[config.mk]
export PLATFORM = sky130hd
export DESIGN_NAME = doc_output_ctrl
export DESIGN_NICKNAME = d
export VERILOG_FILES = /design/src/doc_pkg.sv /design/src/doc_sync.sv /design/src/doc_output_ctrl.sv
export VERILOG_INCLUDE_DIRS = /design/src
export SDC_FILE = /design/constraint.sdc
export NUM_CORES = 1
export LEC_CHECK = 0
export ABC_AREA = 1
export BUFFER_PORTS_ARGS = -buffer_cell sky130_fd_sc_hd__buf_2
export CAP_MARGIN = 20
export CORE_ASPECT_RATIO = 0.9
export CORE_MARGIN = 2
export CORE_UTILIZATION = 50
export DETAILED_ROUTE_END_ITERATION = 12
export PLACE_DENSITY = 0.84
export SLEW_MARGIN = 20
export SYNTH_ARGS = -nofsm -noshare
export SYNTH_HDL_FRONTEND = slang
export SYNTH_SLANG_ARGS = --single-unit
[constraint.sdc]
create_clock -name core_clk -period 1.5 [get_ports core_clk]
set_input_delay 0.3 -clock core_clk [delete_from_list [all_inputs] [get_ports core_clk]]
set_output_delay 0.3 -clock core_clk [all_outputs]
set_load 0.005 [all_outputs]
[src/doc_params.svh]
// Constants for the converter output-state control block.
// Assumes inclusion by bare name from the package, the checker, the host model and the bench.
`ifndef DOC_PARAMS_SVH
`define DOC_PARAMS_SVH

// Register addresses on the plain register port
`define DOC_ADDR_DAC 3'h1
`define DOC_ADDR_CTRL 3'h2
`define DOC_ADDR_CLRCODE 3'h3
`define DOC_ADDR_SWCTRL 3'h4

// Data word layout
`define DOC_DATA_W 20
`define DOC_CODE_W 16
`define DOC_CODE_LSB 4

// Control register bit positions
`define DOC_CTRL_FB_BIT 1
`define DOC_CTRL_CLAMP_BIT 2
`define DOC_CTRL_HIZ_BIT 3
`define DOC_CTRL_FMT_BIT 4
`define DOC_CTRL_SDO_BIT 5

// Software command register bit positions
`define DOC_CMD_LOAD_BIT 0
`define DOC_CMD_CLEAR_BIT 1
`define DOC_CMD_RESET_BIT 2

// Power-on values
`define DOC_RST_CODE 16'h8000
`define DOC_RST_CLRCODE 16'h0000
`define DOC_RST_FB 1'h1
`define DOC_RST_CLAMP 1'h1
`define DOC_RST_HIZ 1'h1
`define DOC_RST_FMT 1'h0
`define DOC_RST_SDO 1'h0

// Idle level of the two active-low command pins
`define DOC_PIN_IDLE 2'h3

`endif

[src/doc_pkg.sv]
// Types shared by the converter output-state control block.
// Assumes doc_params.svh is on the include path.
package doc_pkg;
  `include "doc_params.svh"

  // Output state of the analog stage, Gray along normal-hiz-clamp
  typedef enum logic [1:0] {
    DOC_OUT_NORMAL = 2'h0,
    DOC_OUT_HIZ = 2'h1,
    DOC_OUT_CLAMP = 2'h3
  } doc_out_t;

  // Code word held by the converter registers
  typedef logic [`DOC_CODE_W-1:0] doc_code_t;

  // Register port data word
  typedef logic [`DOC_DATA_W-1:0] doc_word_t;
endpackage

[src/doc_sync.sv]
// Two-stage synchroniser for asynchronous pin levels.
// Assumes a single clock and an asynchronous active-low reset.
`timescale 1ns/1ns
module doc_sync #(
  parameter int W = 1,
  parameter logic [W-1:0] RST_VAL = '0
) (
  // Clock and reset
  input wire logic core_clk,
  input wire logic rstn,
  // Asynchronous level in, synchronised level out
  input wire logic [W-1:0] din,
  output logic [W-1:0] dout
);
  // Both stages of the synchroniser
  typedef struct packed {
    logic [W-1:0] meta; // First stage, read only by the second
    logic [W-1:0] stab; // Second stage, safe to use
  } doc_sync_state_t;

  doc_sync_state_t st_r;
  doc_sync_state_t st_nxt;

  // Shift the pin level through both stages
  always_comb begin
    st_nxt = st_r;
    st_nxt.meta = din;
    st_nxt.stab = st_r.meta;
  end

  // State register
  always_ff @(posedge core_clk or negedge rstn) begin
    if (!rstn) begin
      st_r <= '{meta: RST_VAL, stab: RST_VAL};
    end else begin
      st_r <= st_nxt;
    end
  end

  assign dout = st_r.stab;
endmodule // doc_sync

[src/doc_output_ctrl.sv]
// Output-state and command control of a 16-bit voltage-output converter.
// Assumes one 250 MHz clock, registers reached over a plain strobe port,
// and active-low load and clear pins that arrive asynchronously.
//
// Summary of operation
// - Load command moves pending code to converter
// - Clear command loads the programmed clear code
// - Clear code follows selected code format
// - Reset command restores the power-on state
// - Power-on reset restores every register default
// - Power-on: converter tristated, output ground-clamped
// - Clamped tristate persists until control write
// - Clearing hiz and clamp bits frees output
// - Freed output sits at negative reference level, midscale if offset binary
// - Output state decoded from hiz, clamp bits
// - Command register write-only, mirrors pin pulses
// - Clear command ignored under load pin, and vice versa
`timescale 1ns/1ns
module doc_output_ctrl
  import doc_pkg::*;
(
  // Clock and reset
  input wire logic core_clk,
  input wire logic rstn,
  // Register port
  input wire logic [2:0] reg_addr,
  input wire logic [`DOC_DATA_W-1:0] reg_wdata,
  input wire logic reg_wr,
  input wire logic reg_rd,
  output logic [`DOC_DATA_W-1:0] reg_rdata,
  // Asynchronous command pins, active low
  input wire logic load_output_pin_n,
  input wire logic apply_clear_pin_n,
  // Converter code, always offset binary toward the analog core
  output logic [`DOC_CODE_W-1:0] dac_code,
  // Analog stage controls
  output logic [1:0] out_state,
  output logic ref_connect,
  output logic output_ground_clamp,
  output logic converter_hiz_select,
  output logic feedback_resistor_select,
  output logic code_format_select,
  output logic sdo_disable
);

  // All state of the block
  typedef struct packed {
    doc_code_t input_code;   // Pending code, not yet on the output
    doc_code_t dac_reg;      // Active converter register
    doc_code_t clear_code;   // User clear code
    logic fb_sel;            // Feedback resistor select
    logic clamp;             // Ground clamp bit
    logic hiz;               // Converter tristate bit
    logic fmt;               // 1 offset binary, 0 twos complement
    logic sdo_dis;           // Serial data out disable
    doc_code_t dac_code;     // Registered analog code
    doc_out_t out_state;     // Registered output state
    logic ref_connect;       // References connected to the ladder
    doc_word_t rdata;        // Read data, valid one cycle after strobe
  } doc_state_t;

  // Power-on contents, also taken by the software reset
  localparam doc_state_t ST_RST = '{
    input_code: `DOC_RST_CODE,
    dac_reg: `DOC_RST_CODE,
    clear_code: `DOC_RST_CLRCODE,
    fb_sel: `DOC_RST_FB,
    clamp: `DOC_RST_CLAMP,
    hiz: `DOC_RST_HIZ,
    fmt: `DOC_RST_FMT,
    sdo_dis: `DOC_RST_SDO,
    dac_code: 16'h0000,
    out_state: DOC_OUT_CLAMP,
    ref_connect: 1'h0,
    rdata: 20'h00000
  };

  doc_state_t st_r;   // Registered state
  doc_state_t st_nxt; // Next state

  // Synchronised pin levels, bit 1 load, bit 0 clear
  logic [1:0] pins_sync;
  logic load_pin_low;  // Load pin held low
  logic clear_pin_low; // Clear pin held low

  // Decoded register accesses
  logic wr_dac;
  logic wr_ctrl;
  logic wr_clr;
  logic wr_cmd;

  // Command strobes after pin gating
  logic load_cmd;  // load_output_cmd taking effect
  logic clear_cmd; // apply_clear_code_cmd taking effect
  logic reset_cmd; // Software reset taking effect

  // Convert a register code to the offset-binary code of the core
  function automatic doc_code_t to_core(input doc_code_t code, input logic fmt);
    doc_code_t res;
    res = code;
    if (!fmt) begin
      // Twos complement: flip the sign bit
      res[`DOC_CODE_W-1] = ~code[`DOC_CODE_W-1];
    end
    return res;
  endfunction

  // Decode the output state from the two control bits
  function automatic doc_out_t decode_state(input logic hiz, input logic clamp);
    doc_out_t res;
    res = DOC_OUT_NORMAL;
    if (clamp) begin
      // Clamp overrides tristate
      res = DOC_OUT_CLAMP;
    end else if (hiz) begin
      res = DOC_OUT_HIZ;
    end else begin
      res = DOC_OUT_NORMAL;
    end
    return res;
  endfunction

  // Bring both command pins into the clock domain
  doc_sync #(
    .W(2),
    .RST_VAL(`DOC_PIN_IDLE)
  ) u_pin_sync (
    .core_clk(core_clk),
    .rstn(rstn),
    .din({load_output_pin_n, apply_clear_pin_n}),
    .dout(pins_sync)
  );

  // Pin levels after synchronisation
  assign load_pin_low = ~pins_sync[1];
  assign clear_pin_low = ~pins_sync[0];

  // Address decode of write strobes
  assign wr_dac = reg_wr && (reg_addr == `DOC_ADDR_DAC);
  assign wr_ctrl = reg_wr && (reg_addr == `DOC_ADDR_CTRL);
  assign wr_clr = reg_wr && (reg_addr == `DOC_ADDR_CLRCODE);
  assign wr_cmd = reg_wr && (reg_addr == `DOC_ADDR_SWCTRL);

  // Command bits act only in the write cycle, nothing is stored
  assign load_cmd = wr_cmd && reg_wdata[`DOC_CMD_LOAD_BIT] && !clear_pin_low;
  assign clear_cmd = wr_cmd && reg_wdata[`DOC_CMD_CLEAR_BIT] && !load_pin_low;
  assign reset_cmd = wr_cmd && reg_wdata[`DOC_CMD_RESET_BIT];

  // Next-state logic
  always_comb begin
    st_nxt = st_r;
    // Read data stand for one cycle only
    st_nxt.rdata = '0;

    // Pending code from a data write
    if (wr_dac) begin
      st_nxt.input_code = reg_wdata[`DOC_CODE_LSB +: `DOC_CODE_W];
    end

    // Clear code register
    if (wr_clr) begin
      st_nxt.clear_code = reg_wdata[`DOC_CODE_LSB +: `DOC_CODE_W];
    end

    // Control register: only a write leaves the power-on condition
    if (wr_ctrl) begin
      st_nxt.fb_sel = reg_wdata[`DOC_CTRL_FB_BIT];
      st_nxt.clamp = reg_wdata[`DOC_CTRL_CLAMP_BIT];
      st_nxt.hiz = reg_wdata[`DOC_CTRL_HIZ_BIT];
      st_nxt.fmt = reg_wdata[`DOC_CTRL_FMT_BIT];
      st_nxt.sdo_dis = reg_wdata[`DOC_CTRL_SDO_BIT];
    end

    // Converter register update, clear before load
    if (clear_pin_low || clear_cmd) begin
      // Clear code taken as a raw register word
      st_nxt.dac_reg = st_nxt.clear_code;
    end else if (load_pin_low || load_cmd) begin
      // Pending code, including one written in this cycle
      st_nxt.dac_reg = st_nxt.input_code;
    end

    // Register reads
    if (reg_rd) begin
      case (reg_addr)
        `DOC_ADDR_DAC: begin
          st_nxt.rdata = {st_r.dac_reg, 4'h0};
        end
        `DOC_ADDR_CTRL: begin
          st_nxt.rdata = '0;
          st_nxt.rdata[`DOC_CTRL_FB_BIT] = st_r.fb_sel;
          st_nxt.rdata[`DOC_CTRL_CLAMP_BIT] = st_r.clamp;
          st_nxt.rdata[`DOC_CTRL_HIZ_BIT] = st_r.hiz;
          st_nxt.rdata[`DOC_CTRL_FMT_BIT] = st_r.fmt;
          st_nxt.rdata[`DOC_CTRL_SDO_BIT] = st_r.sdo_dis;
        end
        `DOC_ADDR_CLRCODE: begin
          st_nxt.rdata = {st_r.clear_code, 4'h0};
        end
        default: begin
          // Command register is write-only, unmapped reads give zero
          st_nxt.rdata = '0;
        end
      endcase
    end

    // Software reset returns the whole block to its power-on state
    if (reset_cmd) begin
      st_nxt = ST_RST;
    end

    // Analog code follows the coding selected now
    st_nxt.dac_code = to_core(st_nxt.dac_reg, st_nxt.fmt);

    // Output state and reference switches
    st_nxt.out_state = decode_state(st_nxt.hiz, st_nxt.clamp);
    st_nxt.ref_connect = (st_nxt.out_state == DOC_OUT_NORMAL);
  end

  // State register, power-on defaults under reset
  always_ff @(posedge core_clk or negedge rstn) begin
    if (!rstn) begin
      st_r <= ST_RST;
    end else begin
      st_r <= st_nxt;
    end
  end

  // Outputs, each straight from the state register
  assign reg_rdata = st_r.rdata;
  assign dac_code = st_r.dac_code;
  assign out_state = st_r.out_state;
  assign ref_connect = st_r.ref_connect;
  assign output_ground_clamp = st_r.clamp;
  assign converter_hiz_select = st_r.hiz;
  // Unity gain with compensation when set, gain of two when clear
  assign feedback_resistor_select = st_r.fb_sel;
  assign code_format_select = st_r.fmt;
  assign sdo_disable = st_r.sdo_dis;

endmodule // doc_output_ctrl

# Word level (Yosys, flattened, before mapping)
# Cells that the tools add are included.
[word_totals]
regBits = 96
latch_bits = 0
ram_bits = 0
rom_bits = 0
in_bits = 29
out_inout_bits = 44
elab_cells = 45
mem_count = 0
[classes]
n_addsub = 0
n_mul = 0
div = 0
n_lt_le_gt_ge = 0
n_eq_ne = 4
n_shift = 0
n_mux = 11
bitwise_logic = 3
reduce_logical = 13
[op_table]
columns = ["operator", "count"]
rows = [
  ["$mux W92", 1],
  ["$mux W16", 4],
  ["$pmux W20 S3", 1],
  ["$mux W20", 1],
  ["$logic_and A1 B1 Y1", 9],
  ["$eq A3 B2 Y1 const B", 2],
  ["$mux W5", 1],
  ["$eq A3 B1 Y1 const B", 1],
  ["$eq A3 B3 Y1 const B", 1],
  ["$not A1 Y1", 3],
  ["$logic_not A2 Y1", 1],
  ["$logic_or A1 B1 Y1", 2],
  ["$mux W1", 2],
  ["$mux W2", 1],
  ["$reduce_bool A2 Y1", 1],
]

# Longest topological paths before layout
[depth]
ltp_word = 11
ltp_mapped = 10

# Cells and area by module
# A second synthesis with hierarchy kept.
[unflattened]
cells_unflattened = 442
hier_area_um2 = 3732.3
[modules_own_cells]
columns = ["module", "instances", "cells_per_inst", "area_each_um2", "seq_area_each_um2"]
rows = [
  ["doc_output_ctrl", 1, 438, 3627.2, 1884.3],
  ["doc_sync", 1, 4, 105.1, 105.1],
]

# Worst setup path after synthesis
# Ideal clock, no wire load.
[synth_timing]
kind = "register to register"
startpoint = "register u_pin_sync.st_r (netlist bit u_pin_sync.dout[1])"
endpoint = "register st_r (netlist bit dac_code[0])"
arrival_time_ns = 1.290
path_slack_ns = 0.094
path_stages_with_launch = 10
n_path_buf = 1
cell_sequence = "dfstp_2 -> nand2_1 -> nand3b_2 -> nand2_4 -> inv_2 -> nand2_4 -> buf_6 -> o21ai_0 -> nand2_1 -> nand2_1"
[synth_via]
elab_chain_cells = 5
elab_cells_between_ends = 7
cone_classes = "mux (3); bitwise (1); reduce/logical (3)"
[synth_rtl]
columns = ["element", "line", "text"]
rows = [
  ["start: declaration", "doc_sync.sv:21", "doc_sync_state_t st_r;"],
  ["start signal: assignment", "doc_sync.sv:34", "st_r <= '{meta: RST_VAL, stab: RST_VAL};"],
  ["start signal: assignment", "doc_sync.sv:36", "st_r <= st_nxt;"],
  ["$not A1 Y1", "doc_output_ctrl.sv:135", "assign load_pin_low = ~pins_sync[1];"],
  ["$logic_or A1 B1 Y1", "doc_output_ctrl.sv:178", "end else if (load_pin_low || load_cmd) begin"],
  ["$mux W16", "doc_output_ctrl.sv:178", ""],
  ["$mux W16 *", "doc_output_ctrl.sv:175", "if (clear_pin_low || clear_cmd) begin"],
  ["$mux W92 *", "doc_output_ctrl.sv:208", "if (reset_cmd) begin"],
  ["end signal: assignment", "doc_output_ctrl.sv:225", "st_r <= st_nxt;"],
  ["end: declaration", "doc_output_ctrl.sv:78", "doc_state_t st_r;"],
]
# Every way passes the cells marked *; elsewhere a longest branch is shown, timed or not.
# A chain may end at the register's enable or synchronous reset.

# Final worst setup path
[layout_timing]
startpoint = "register u_pin_sync.st_r (netlist bit u_pin_sync.dout[1])"
endpoint = "register st_r (netlist bit dac_code[13])"
# Same word-level chain as after synthesis.

==> results.sh <==
export IMPL_status="complete, no violations"
export IMPL_wl_per_cell_um=14.6
export IMPL_wirelength_mm=8.63
export IMPL_grt_pass1_wl_mm=13.6
export IMPL_dpl_hpwl_mm=6.06
export IMPL_cpMostUsedCell="nand2_1"
export IMPL_synth_ff_latch_count=79
export IMPL_crit_chain="nand2_1 > nand3b_4 > nand2_4 > inv_2 > nand2_8 > buf_4 > o21ai_1 > nand2_1 > nand2_1"
export IMPL_drt_iter0_drc=233
export IMPL_setup_ws_ns=0.0177
export IMPL_skew_ns=0.00871
export IMPL_die_area_um2=8450
export IMPL_rows=30
export IMPL_clock_sinks=79
export IMPL_slowest_stage="dfstp_2"
export IMPL_whs_ns=0.0509
export IMPL_critPathMaxStageDelay_ns=0.54
export IMPL_drv_cap=0
export IMPL_grt_max_degree=33
export IMPL_finalHoldViolations=0
export IMPL_htree_levels=3
export IMPL_io_pins=73
export IMPL_fin_crit_ns=1.48
export IMPL_antenna_cells=0
export IMPL_layout_common_cells="nand2_1 (93), buf_2 (70), dfrtp_1 (69), nor2_1 (48), inv_1 (45)"
export IMPL_cp_required_ns=1.72
export IMPL_insertion_delay_ns=0.34
export IMPL_crit_family="flip-flops"
export IMPL_finalSetupViolations=0
export IMPL_clkTransAtPathRegs_ns=0.08
export IMPL_first_pass_iters=5
export IMPL_tritoncts="yes"
export IMPL_start_util_pct=51.5
export IMPL_ys_types=29
export IMPL_synth_avg_cell_area_um2=8.78
export IMPL_hold_path_class="in2reg"
export IMPL_fp_dieW_um=96.7
export IMPL_fin_nets=520
export IMPL_antenna_found_initial=0
export IMPL_numCtsBuffers=9
export IMPL_die_h_um=87.4
export IMPL_critPathBufInv=2
export IMPL_synth_seq_area_share_pct=51.5
export IMPL_crit_path_start_kind="flop"
export IMPL_p_leak_nw=2.36
export IMPL_io_buffers=71
export IMPL_endpoint_kind="flop"
export IMPL_vias_per_cell=5.16
export IMPL_min_period_over_period_pct=98.8
export IMPL_synth_nets=469
export IMPL_synth_area_um2=3860
export IMPL_clockBufferDepth=2
export IMPL_grt_pass1_vias=2842
export IMPL_core_area_um2=7510
export IMPL_area_delta_synth_final_pct=14.2
export IMPL_layout_commonest_cell="nand2_1"
export IMPL_utilization_pct=58.8
export IMPL_gp_congestion=0.936
export IMPL_netlist_instances=440
export IMPL_maxSlewViolCount=0
export IMPL_overflow=0
export IMPL_cp_arrival_ns=1.71
export IMPL_max_freq_mhz=675
export IMPL_path_class="reg2reg"
export IMPL_cp_max_fo=9
export IMPL_max_vdd_ir_drop_mv=0.531
export IMPL_ys_warn_count=0
export IMPL_drive_gt1_share_pct=28.8
export IMPL_total_power_mw=5.30
export IMPL_place_worst_setup_slack_ns=-0.0913
export IMPL_grtUsageTotal_pct=20.2
export IMPL_drc=0
export IMPL_antenna_left=0
export IMPL_cts_root_buffer="clkbuf_8"
export IMPL_power_density_nw_per_um2=1200
export IMPL_num_vias=3055
## what timing repair did
action,in CTS,in global routing
setup buffers,0,5
gates resized for setup,0,9
endpoints found under the hold margin,14,0
hold buffers,1,0
setup endpoints to repair,0,16
## worst paths after layout
path,from,end,slack [ns],cells past startpoint
setup / recovery,u_pin_sync.dout[1],dac_code[13],0.02,9
hold / removal,load_output_pin_n,u_pin_sync.st_nxt[1],0.05,1
setup reg to reg,u_pin_sync.dout[1],dac_code[13],0.02,9
hold reg to reg,u_pin_sync.st_nxt[1],u_pin_sync.dout[1],0.36,0
max in group asynchronous,rstn,st_r[91],0.58,3
min in group asynchronous,rstn,code_format_select,0.40,2
## cells in the mapped netlist (all sizes together)
library cell / instances / area share, %
nand2: 99 / 10
o21ai: 48 / 6.2
nand3: 11 / 1.7
nor2: 54 / 6.2
dfstp: 10 / 6.8
o21bai: 15 / 2.9
inv: 51 / 5.0
nor3: 4 / 0.65
buf: 54 / 11
nand3b: 2 / 0.49
a21oi: 2 / 0.36
dfrtp: 69 / 45
clkbuf: 2 / 0.19
o211ai: 2 / 0.39
nand4: 1 / 0.16
a22oi: 15 / 2.9
conb: 1 / 0.097
## per-layer routing
layer  share of wire, %  track usage, %
met5                  0               0
met4                2.6            9.48
met3                6.8            4.01
met2                 47            31.5
met1                 43            27.6
## power breakdown
group / switching, mW / total (mW) / internal [mW]
sequential: 0.192 / 2.69 / 2.50
clock: 0.726 / 1.54 / 0.815
combinational: 0.637 / 1.06 / 0.427
total: 1.56 / 5.30 / 3.74
## logic make-up (layout without fill, tap and decap cells)
group,after synthesis,count (layout),synth area share (%)
simple gates,171,171,19.5
compound gates,82,82,12.8
flops,79,79,51.5
buf+inv,107,163,16.1
other cells,1,1,0.0970
## flip-flops by register name (all words and copies together), names as in the netlist
signal                    flops
output_ground_clamp           1
reg_rdata                    19
feedback_resistor_select      1
converter_hiz_select          1
u_pin_sync.dout               2
u_pin_sync.st_nxt             2
st_r                         33
dac_code                     16
ref_connect                   1
sdo_disable                   1
code_format_select            1
out_state                     1
## cell type report
class / count / area (µm²)
clock buffers: 13 / 149
clock inverters: 3 / 42.5
fillers: 623 / 3090
inverters: 51 / 194
multi-input cells: 254 / 1300
flip-flops and latches: 79 / 1990
well taps: 96 / 120
repair buffers: 96 / 623
## metrics by stage
step	setup TNS, ns	area, µm²	std cells
3_3_place_gp	-0.487	4120	570
6_report	0	4420	592
3_5_place_dp	-0.757	4120	570
4_1_cts	0	4320	587
5_1_grt	-0.0594	4420	592
2_1_floorplan	0	3860	440
Note: power is estimated with default switching activity, not from simulation.
